`src/shared/dio_pkg.sv`:
```
// shared constants and types for the memory-mapped digital port block
package dio_pkg;
    localparam int ADDR_W = 12;
    localparam logic [11:0] ADDR_IO_A = 12'hFF3;
    localparam logic [11:0] ADDR_IO_B = 12'hFF6;
    localparam logic [11:0] ADDR_IN_C = 12'hFF7;
    localparam logic [11:0] ADDR_SINGLE = 12'hFF8;
    localparam logic [11:0] ADDR_DIR_A = 12'hFE8;
    localparam logic [11:0] ADDR_DIR_C = 12'hFEC;
    localparam logic [11:0] ADDR_PU_A = 12'hFDC;
    localparam logic [11:0] ADDR_PU_B = 12'hFDE;
    localparam logic [3:0] BANK_LOW = 4'h0;
    localparam logic [3:0] BANK_HIGH = 4'hF;
    localparam int DIR_A_IO_A_LSB = 0;
    localparam int DIR_A_IO_B_LSB = 4;
    localparam int DIR_C_SINGLE_BIT = 0;
    localparam int PU_A_IO_A_BIT = 3;
    localparam int PU_A_IO_B_BIT = 6;
    localparam int PU_B_SINGLE_BIT = 0;
    localparam int IRQ_PIN_BIT = 1;
    localparam logic [3:0] LATCH_RESET = 4'h0;
    localparam logic [7:0] DIR_RESET = 8'h00;
    localparam logic [7:0] PU_RESET = 8'h00;
    localparam logic [3:0] INC_STEP = 4'h1;

    typedef enum logic [3:0] {
        OP_READ4, OP_WRITE4, OP_XCH4, OP_INCS4,
        OP_READ8, OP_WRITE8,
        OP_BIT_TEST, OP_BIT_SET, OP_BIT_CLR, OP_BIT_MOV, OP_BIT_TSTCLR
    } dio_op_type;

    typedef enum logic [1:0] {
        AM_BANKED, AM_FMEM_BIT, AM_PMEM_L
    } dio_amode_type;
endpackage

```
`src/logic/dio_ports.sv`:
```
// memory-mapped digital port block: two 4-bit I/O, one input, one single-bit
`timescale 1ns/1ps
module dio_ports (
    input wire logic CLK,
    input wire logic SRST,
    input wire logic MEM_STB,
    input wire dio_pkg::dio_op_type MEM_OP,
    input wire dio_pkg::dio_amode_type MEM_AMODE,
    input wire logic [11:0] MEM_ADDR,
    input wire logic [1:0] MEM_BIT,
    input wire logic [7:0] MEM_WDATA,
    input wire logic BANK_ENABLE_FLAG,
    input wire logic [3:0] BANK_SELECT_VALUE,
    input wire logic [3:0] INDEX_L,
    output logic [7:0] MEM_RDATA,
    output logic MEM_DONE,
    output logic MEM_HIT,
    output logic MEM_ERR,
    input wire logic [3:0] IO_GROUP_A_IN,
    output logic [3:0] IO_GROUP_A_OUT,
    output logic [3:0] IO_GROUP_A_OE_N,
    output logic [3:0] IO_GROUP_A_PULLUP,
    input wire logic [3:0] IO_GROUP_B_IN,
    output logic [3:0] IO_GROUP_B_OUT,
    output logic [3:0] IO_GROUP_B_OE_N,
    output logic [3:0] IO_GROUP_B_PULLUP,
    input wire logic [3:0] INPUT_GROUP_C_IN,
    input wire logic SINGLE_IO_IN,
    output logic SINGLE_IO_OUT,
    output logic SINGLE_IO_OE_N,
    output logic SINGLE_IO_PULLUP,
    output logic EXTERNAL_IRQ_INPUT
);
    logic [11:0] eff_addr;
    logic [1:0] bit_idx;
    logic bank_ok;
    logic [7:0] direction_group_a;
    logic [7:0] direction_group_c;
    logic [7:0] pullup_select_a;
    logic [7:0] pullup_select_b;
    logic [3:0] rd_a;
    logic [3:0] rd_b;
    logic [0:0] rd_s;
    logic [3:0] latch_a;
    logic [3:0] latch_b;
    logic [0:0] latch_s;
    logic [0:0] s_out;
    logic [0:0] s_oe_n;
    logic [0:0] s_pull;
    logic hit_a;
    logic hit_b;
    logic hit_c;
    logic hit_s;
    logic hit_dir_a;
    logic hit_dir_c;
    logic hit_pu_a;
    logic hit_pu_b;
    logic any_port;
    logic any_reg8;
    logic is_nib;
    logic is_byte;
    logic is_bit;
    logic is_bit_wr;
    logic is_nib_wr;
    logic legal;
    logic [3:0] cur;
    logic [3:0] next_val;
    logic [3:0] bit_wr_val;
    logic bit_new;
    logic port_wr;
    logic [7:0] next_rdata;
    logic wr_a;
    logic wr_b;
    logic wr_s;

    dio_addr_map u_map (
        .amode(MEM_AMODE),
        .addr(MEM_ADDR),
        .bit_in(MEM_BIT),
        .bank_enable_flag(BANK_ENABLE_FLAG),
        .bank_select_value(BANK_SELECT_VALUE),
        .index_l(INDEX_L),
        .eff_addr(eff_addr),
        .bit_idx(bit_idx),
        .bank_ok(bank_ok)
    );

    // address decode over the port page
    assign hit_a = (eff_addr == dio_pkg::ADDR_IO_A);
    assign hit_b = (eff_addr == dio_pkg::ADDR_IO_B);
    assign hit_c = (eff_addr == dio_pkg::ADDR_IN_C);
    assign hit_s = (eff_addr == dio_pkg::ADDR_SINGLE);
    assign hit_dir_a = (eff_addr == dio_pkg::ADDR_DIR_A);
    assign hit_dir_c = (eff_addr == dio_pkg::ADDR_DIR_C);
    assign hit_pu_a = (eff_addr == dio_pkg::ADDR_PU_A);
    assign hit_pu_b = (eff_addr == dio_pkg::ADDR_PU_B);
    assign any_port = hit_a | hit_b | hit_c | hit_s;
    assign any_reg8 = hit_dir_a | hit_dir_c | hit_pu_a | hit_pu_b;

    // operation classes
    assign is_nib = (MEM_OP == dio_pkg::OP_READ4) |
                    (MEM_OP == dio_pkg::OP_WRITE4) |
                    (MEM_OP == dio_pkg::OP_XCH4) |
                    (MEM_OP == dio_pkg::OP_INCS4);
    assign is_nib_wr = is_nib & (MEM_OP != dio_pkg::OP_READ4);
    assign is_byte = (MEM_OP == dio_pkg::OP_READ8) |
                     (MEM_OP == dio_pkg::OP_WRITE8);
    assign is_bit_wr = (MEM_OP == dio_pkg::OP_BIT_SET) |
                       (MEM_OP == dio_pkg::OP_BIT_CLR) |
                       (MEM_OP == dio_pkg::OP_BIT_MOV) |
                       (MEM_OP == dio_pkg::OP_BIT_TSTCLR);
    assign is_bit = is_bit_wr | (MEM_OP == dio_pkg::OP_BIT_TEST);

    // legality of the access against the target
    always_comb begin
        legal = 1'b0;
        if (!bank_ok) begin
            // prohibited bank setting reaches nothing
            legal = 1'b0;
        end else if (is_byte) begin
            legal = any_reg8;
        end else if (is_nib) begin
            // input-only port takes no write at all
            legal = hit_a | hit_b | hit_s | (hit_c & ~is_nib_wr);
        end else if (is_bit) begin
            // single-bit port has only bit 0 wired
            legal = ((hit_a | hit_b) | (hit_s & (bit_idx == 2'h0)) |
                     (hit_c & ~is_bit_wr)) &
                    (MEM_AMODE != dio_pkg::AM_BANKED);
        end
    end

    // readback of the addressed port, bits above narrow ports read zero
    always_comb begin
        cur = 4'h0;
        if (hit_a) begin
            cur = rd_a;
        end else if (hit_b) begin
            cur = rd_b;
        end else if (hit_c) begin
            cur = INPUT_GROUP_C_IN;
        end else if (hit_s) begin
            cur = {3'h0, rd_s};
        end
    end

    // new bit value per bit operation
    always_comb begin
        bit_new = 1'b0;
        unique case (MEM_OP)
            dio_pkg::OP_BIT_SET: bit_new = 1'b1;
            dio_pkg::OP_BIT_MOV: bit_new = MEM_WDATA[0];
            default: bit_new = 1'b0;
        endcase
    end

    // read-modify-write: in input mode the other bits pick up pin levels
    always_comb begin
        bit_wr_val = cur;
        bit_wr_val[bit_idx] = bit_new;
    end

    // value written back to the target latch
    always_comb begin
        next_val = cur;
        unique case (MEM_OP)
            dio_pkg::OP_WRITE4: next_val = MEM_WDATA[3:0];
            dio_pkg::OP_XCH4: next_val = MEM_WDATA[3:0];
            dio_pkg::OP_INCS4: next_val = cur + dio_pkg::INC_STEP;
            dio_pkg::OP_BIT_SET,
            dio_pkg::OP_BIT_CLR,
            dio_pkg::OP_BIT_MOV,
            dio_pkg::OP_BIT_TSTCLR: next_val = bit_wr_val;
            default: next_val = cur;
        endcase
    end

    assign port_wr = MEM_STB & legal & (is_nib_wr | is_bit_wr);
    assign wr_a = port_wr & hit_a;
    assign wr_b = port_wr & hit_b;
    assign wr_s = port_wr & hit_s;

    // read data presented one cycle after the strobe
    always_comb begin
        next_rdata = 8'h00;
        unique case (MEM_OP)
            dio_pkg::OP_READ4,
            dio_pkg::OP_XCH4: next_rdata = {4'h0, cur};
            dio_pkg::OP_INCS4: next_rdata = {4'h0, next_val};
            dio_pkg::OP_BIT_TEST,
            dio_pkg::OP_BIT_TSTCLR: next_rdata = {7'h00, cur[bit_idx]};
            dio_pkg::OP_READ8: begin
                if (hit_dir_a) begin
                    next_rdata = direction_group_a;
                end else if (hit_dir_c) begin
                    next_rdata = direction_group_c;
                end else if (hit_pu_a) begin
                    next_rdata = pullup_select_a;
                end else if (hit_pu_b) begin
                    next_rdata = pullup_select_b;
                end
            end
            default: next_rdata = 8'h00;
        endcase
    end

    dio_io_port #(.W(4)) u_io_a (
        .clk(CLK),
        .srst(SRST),
        .pin_in(IO_GROUP_A_IN),
        .dir(direction_group_a[dio_pkg::DIR_A_IO_A_LSB +: 4]),
        .pull_sel(pullup_select_a[dio_pkg::PU_A_IO_A_BIT]),
        .wr_en(wr_a),
        .wr_data(next_val),
        .latch_q(latch_a),
        .read_val(rd_a),
        .pin_out(IO_GROUP_A_OUT),
        .pin_oe_n(IO_GROUP_A_OE_N),
        .pull_en(IO_GROUP_A_PULLUP)
    );

    dio_io_port #(.W(4)) u_io_b (
        .clk(CLK),
        .srst(SRST),
        .pin_in(IO_GROUP_B_IN),
        .dir(direction_group_a[dio_pkg::DIR_A_IO_B_LSB +: 4]),
        .pull_sel(pullup_select_a[dio_pkg::PU_A_IO_B_BIT]),
        .wr_en(wr_b),
        .wr_data(next_val),
        .latch_q(latch_b),
        .read_val(rd_b),
        .pin_out(IO_GROUP_B_OUT),
        .pin_oe_n(IO_GROUP_B_OE_N),
        .pull_en(IO_GROUP_B_PULLUP)
    );

    dio_io_port #(.W(1)) u_single (
        .clk(CLK),
        .srst(SRST),
        .pin_in(SINGLE_IO_IN),
        .dir(direction_group_c[dio_pkg::DIR_C_SINGLE_BIT]),
        .pull_sel(pullup_select_b[dio_pkg::PU_B_SINGLE_BIT]),
        .wr_en(wr_s),
        .wr_data(next_val[0]),
        .latch_q(latch_s),
        .read_val(rd_s),
        .pin_out(s_out),
        .pin_oe_n(s_oe_n),
        .pull_en(s_pull)
    );

    assign SINGLE_IO_OUT = s_out[0];
    assign SINGLE_IO_OE_N = s_oe_n[0];
    assign SINGLE_IO_PULLUP = s_pull[0];

    // direction registers, byte writes only
    always_ff @(posedge CLK) begin
        if (SRST) begin
            direction_group_a <= dio_pkg::DIR_RESET;
            direction_group_c <= dio_pkg::DIR_RESET;
        end else if (MEM_STB && legal && MEM_OP == dio_pkg::OP_WRITE8) begin
            if (hit_dir_a) begin
                direction_group_a <= MEM_WDATA;
            end
            if (hit_dir_c) begin
                direction_group_c <= MEM_WDATA;
            end
        end
    end

    // pull-up select registers
    always_ff @(posedge CLK) begin
        if (SRST) begin
            pullup_select_a <= dio_pkg::PU_RESET;
            pullup_select_b <= dio_pkg::PU_RESET;
        end else if (MEM_STB && legal && MEM_OP == dio_pkg::OP_WRITE8) begin
            if (hit_pu_a) begin
                pullup_select_a <= MEM_WDATA;
            end
            if (hit_pu_b) begin
                pullup_select_b <= MEM_WDATA;
            end
        end
    end

    // answer to the core: data, done, hit and refusal
    always_ff @(posedge CLK) begin
        if (SRST) begin
            MEM_RDATA <= 8'h00;
            MEM_DONE <= 1'b0;
            MEM_HIT <= 1'b0;
            MEM_ERR <= 1'b0;
        end else begin
            MEM_DONE <= MEM_STB;
            MEM_HIT <= MEM_STB & (any_port | any_reg8);
            MEM_ERR <= MEM_STB & (any_port | any_reg8) & ~legal;
            if (MEM_STB) begin
                // refused accesses read back zero
                MEM_RDATA <= legal ? next_rdata : 8'h00;
            end
        end
    end

    // shared interrupt pin level; the noise filter lives with the
    // interrupt controller, so only the raw level is handed on
    always_ff @(posedge CLK) begin
        if (SRST) begin
            EXTERNAL_IRQ_INPUT <= 1'b0;
        end else begin
            EXTERNAL_IRQ_INPUT <= IO_GROUP_B_IN[dio_pkg::IRQ_PIN_BIT];
        end
    end
endmodule // dio_ports

```
`src/logic/dio_addr_map.sv`:
```
// effective data-memory address and bit position for each addressing mode
`timescale 1ns/1ps
module dio_addr_map (
    input wire dio_pkg::dio_amode_type amode,
    input wire logic [11:0] addr,
    input wire logic [1:0] bit_in,
    input wire logic bank_enable_flag,
    input wire logic [3:0] bank_select_value,
    input wire logic [3:0] index_l,
    output logic [11:0] eff_addr,
    output logic [1:0] bit_idx,
    output logic bank_ok
);
    always_comb begin
        eff_addr = addr;
        bit_idx = bit_in;
        bank_ok = 1'b1;
        unique case (amode)
            dio_pkg::AM_BANKED: begin
                // flag clear: low half to bank 0, upper half to the port page
                if (bank_enable_flag) begin
                    eff_addr = {bank_select_value, addr[7:0]};
                    bank_ok = (bank_select_value == dio_pkg::BANK_LOW) ||
                              (bank_select_value == dio_pkg::BANK_HIGH);
                end else begin
                    eff_addr = {(addr[7] ? dio_pkg::BANK_HIGH : dio_pkg::BANK_LOW),
                                addr[7:0]};
                end
            end
            dio_pkg::AM_FMEM_BIT: begin
                eff_addr = {dio_pkg::BANK_HIGH, addr[7:0]};
            end
            dio_pkg::AM_PMEM_L: begin
                eff_addr = {dio_pkg::BANK_HIGH, addr[7:2], index_l[3:2]};
                bit_idx = index_l[1:0];
            end
            default: begin
                bank_ok = 1'b0;
            end
        endcase
    end
endmodule // dio_addr_map

```
`src/logic/dio_io_port.sv`:
```
// one bidirectional port: output latch, driver enable, readback, pull-up
`timescale 1ns/1ps
module dio_io_port #(
    parameter int W = 4
) (
    input wire logic clk,
    input wire logic srst,
    input wire logic [W-1:0] pin_in,
    input wire logic [W-1:0] dir,
    input wire logic pull_sel,
    input wire logic wr_en,
    input wire logic [W-1:0] wr_data,
    output logic [W-1:0] latch_q,
    output logic [W-1:0] read_val,
    output logic [W-1:0] pin_out,
    output logic [W-1:0] pin_oe_n,
    output logic [W-1:0] pull_en
);
    if (W < 1 || W > 4) begin : g_bad_width
        $error("dio_io_port width must be 1 to 4");
    end

    always_ff @(posedge clk) begin
        if (srst) begin
            latch_q <= W'(dio_pkg::LATCH_RESET);
        end else if (wr_en) begin
            latch_q <= wr_data;
        end
    end

    for (genvar i = 0; i < W; i++) begin : g_pin
        // input pins show the pad, output pins the latch
        assign read_val[i] = dir[i] ? latch_q[i] : pin_in[i];
        assign pin_oe_n[i] = ~dir[i];
        // a pull-up fighting our own driver only wastes current
        assign pull_en[i] = pull_sel & ~dir[i];
    end
    assign pin_out = latch_q;
endmodule // dio_io_port

```
`config.mk`:
```
export PLATFORM = sky130hd
export DESIGN_NAME = dio_ports
export DESIGN_NICKNAME = d
export VERILOG_FILES = /design/src/shared/dio_pkg.sv /design/src/logic/dio_ports.sv /design/src/logic/dio_addr_map.sv /design/src/logic/dio_io_port.sv
export SDC_FILE = /design/constraint.sdc
export NUM_CORES = 1
export LEC_CHECK = 0
export ABC_AREA = 0
export BUFFER_PORTS_ARGS = -buffer_cell sky130_fd_sc_hd__buf_4
export CAP_MARGIN = 20
export CORE_MARGIN = 3
export CORE_UTILIZATION = 40
export CTS_CLUSTER_SIZE = 24
export DETAILED_ROUTE_END_ITERATION = 10
export GPL_TIMING_DRIVEN = 0
export PLACE_DENSITY_LB_ADDON = 0.15
export RECOVER_POWER = 100
export SYNTH_ARGS = -nofsm -noshare
export SYNTH_HDL_FRONTEND = slang
export SYNTH_HIERARCHICAL = 1
export SYNTH_SLANG_ARGS = --single-unit
```
`constraint.sdc`:
```
create_clock -name CLK -period 4.4 [get_ports CLK]
set_clock_uncertainty 0.05 [all_clocks]
set_input_delay 0.44 -clock CLK [delete_from_list [all_inputs] [get_ports CLK]]
set_output_delay 0.44 -clock CLK [all_outputs]
set_load 0.005 [all_outputs]
```
==> results.ini <==
[global_routing]
grt_use_met3_pct = 2.855
grt_max_degree = 19
use_met1_pct = 30.37
overflow = 0
grt_pass1_wl_mm = 18.71
grtUsageMet2_pct = 34.59
grt_pass1_vias = 3495
grt_usage_pct = 21.28
antenna_found_initial = 0
grt_busiest_layer = met2

[sta]
drv_slew = 0
layout_min_cycle_time_ns = 3.852
rsz0062_at_grt = no
clock.fmax_ghz = 0.2596
fin_crit_sh_pct = 87.54
finalSetupTns_ns = 0
finalHoldViolCount = 0
worst_hold_slack_ns = 0.3143
worstMarginPinSlew_ns = 0.8918
setup_violations = 0
slew_headroom_pct = 40.55

[power]
pwr-share-comb_pct = 20.0
p_leak_nw = 1.843
p_seq_share_pct = 46.1
p_int_mw = 0.7403
sw_frac_of_total_pct = 28.99
vdd_ir_drop_max_mv = 0.1288
power.net_switching_mw = 0.3022
p_total_mw = 1.042
pwr-share-clk_pct = 33.9
power_density_mw_per_mm2 = 220.0

[min_path]
hp-class = in -> reg

[floorplanning]
die_w_um = 104.1
core_mm2 = 0.009284
dieHeight_um = 104.1
ioPinCount = 92
rows = 35
die-area_mm2 = 0.01083
start_util_pct = 41.44

[cts]
cts_hold_buf = 0
clockBufferDepth = 2
root_buffer = clkbuf_8
cts_made_buffers = 5
cts_tree = built
htreeDepth = 2
worst_skew_pair.late_latency_ns = 0.31
clkTransAtPathRegs_ns = 0.10
post_cts_buffers = 0
cts_resized = 0
cts.sinks = 53

[synth]
synth_nets = 516
synthCells = 458
ys_seq_elements = 53
synth_fa_ha_area_share_pct = 1.626
synth_xor_xnor_area_share_pct = 0.2276
synth.top_cell.area_share_pct = 27.58
synth_area_leaders = dfxtp_1, mux2i_1, nor2_1
ys.flop_type = dfxtp_1
synth.avg_cell_area_um2 = 8.401
synthSimpleGateAreaFrac_pct = 24.62
synth_top_family_by_area = simple AND/OR/NAND/NOR gates
synth_compound_area_share_pct = 18.86
seq_area_frac_synth_pct = 27.58
async_flop_share_pct = 0
muxShareOfSynthArea_pct = 19.87
synth_edf_count = 0
yosys_warnings = 6
synth_area_mm2 = 0.003847
yosys.cell_types.count = 69
yosys.area.top_type = dfxtp_1

[placement]
port-buffer-count = 85
routabilityCongestion = 0.9723
hpwl_mm = 9.577

[layout]
seq_area_mm2 = 0.001061
drive_above_1_share_pct = 23.96
fin_util_pct = 51.04
multi_input_area_mm2 = 0.002505
area_growth_pct = 23.15
antenna_cells = 0
nFillCells = 951
finalNetCount = 608

[job]
max_cap_violations = 0

[setup_path]
critPathMaxFanout = 10
cp_cell_sequence = clkbuf_1 > inv_1 > ha_1 > or3_1 > a22o_1 > clkbuf_1 > nor4b_1 > a21oi_1 > a21oi_1 > nand2_1 > nor4b_1 > buf_6 > mux2i_1 > nor2_1
worstPathArrival_ns = 3.99
cp-start-kind = input pin
critical_path.top_delay_family = simple AND/OR/NAND/NOR gates
required_ns = 4.54
crit_buf_inv = 4
cpPeakStageDelay_ns = 0.47
end_kind = register
worstSetupPathType = in -> reg
crit_slowest_cell = nor4b_1

[drt]
viasPerCell = 5.469
wl_mm = 11.98
drtIter0Drc = 248
detail-route-antenna-nets = 0
drc = 0
routedWlPerCell_um = 17.61
num_vias = 3719
dr.pass1.iters = 5

[run_status]
status = finished clean

[worst reg2reg max path, cell delays in order, from the launching register on]
cell and delay (ns):
dfxtp_1 0.52, mux2_4 0.33, mux2_1 0.30, nand2_1 0.10, a21o_1 0.30, nor3_1 0.10, mux2_1 0.37, a32oi_1 0.33
mux2i_1 0.14, nor2_1 0.10
[per-layer routing]
metal | share of wire [%] | wire (µm)
met5 | 0 | 0
met4 | 0.94 | 112
met3 | 4.1 | 496
met2 | 47 | 5616
met1 | 48 | 5753
[cells in the final DEF (no fill, tap or decap), drive strengths merged, types with 3 or more instances in the layout]
cell type / n
buf: 63
nor2: 61
clkbuf: 60
mux2i: 55
dfxtp: 53
nand2: 32
a21oi: 25
nor2b: 22
inv: 22
o21ai: 19
mux2: 16
nand3: 12
nand2b: 11
o31ai: 8
nor3: 7
and2: 7
a32oi: 6
o211ai: 5
ha: 5
nand4: 4
a22o: 3
a2111oi: 3
nor4: 3
[cell families (layout without fill, tap and decap cells)]
group           Yosys count  in the layout
simple gates            179            179
compound gates           95             95
mux                      71             71
buf+inv                  54            147
flops                    53             53
fa+ha+maj                 5              5
xor+xnor                  1              1
[Yosys cell counts, drive strengths merged (3+ instances only)]
master	count
a2111oi	3
a21oi	25
a22o	3
a32oi	6
and2	7
buf	22
clkbuf	11
dfxtp	53
ha	5
inv	21
mux2	16
mux2i	55
nand2	32
nand2b	11
nand3	12
nand4	4
nor2	61
nor2b	22
nor3	7
nor4	3
o211ai	5
o21ai	19
o31ai	8
[power groups by stage]
stage / combinational (mW) / sequential, mW / clock (mW)
floorplan: 0.126 / 0.492 / 0
CTS: 0.209 / 0.481 / 0.357
global placement: 0.207 / 0.492 / 0
global route: 0.225 / 0.481 / 0.380
detailed placement: 0.209 / 0.492 / 0
finish: 0.209 / 0.481 / 0.353
[area by class of cell]
type                       instances  area share [%]
inverter                          21           1.664
tap                              129           3.406
timing repair buffer              85           13.15
multi-input combinational        351           52.87
clock inverter                     3           1.056
buffer                            33           4.014
sequential                        53           22.39
clock buffer                       5           1.452
[sequential cells by signal (all words and copies together), names as in the netlist]
signal              count
EXTERNAL_IRQ_INPUT      1
MEM_DONE                1
MEM_ERR                 1
MEM_HIT                 1
MEM_RDATA               8
direction_group_a       8
direction_group_c       8
pullup_select_a         8
pullup_select_b         8
u_io_a/latch_q          4
u_io_b/latch_q          4
u_single/latch_q        1
[per-stage QoR]
stage	std cells	cell area, µm²	worst slack (ns)
final	680	4738	0.5482
after detailed placement	672	4647	0.3625
after floorplan	458	3847	1.067
after global placement	672	4647	0.3542
after global routing	680	4738	0.3225
after CTS	680	4766	0.6968
[final timing paths]
kind	from	end	slack, ns	cells after the start
min	IO_GROUP_B_IN[1]	EXTERNAL_IRQ_INPUT	0.31	2
min reg2reg	MEM_RDATA[5]	MEM_RDATA[5]	0.42	2
max reg2reg	direction_group_a[2]	u_io_a/latch_q[3]	1.71	9
max	MEM_AMODE[0]	u_io_b/latch_q[0]	0.55	14
Note: power is estimated with default switching activity, not from simulation.
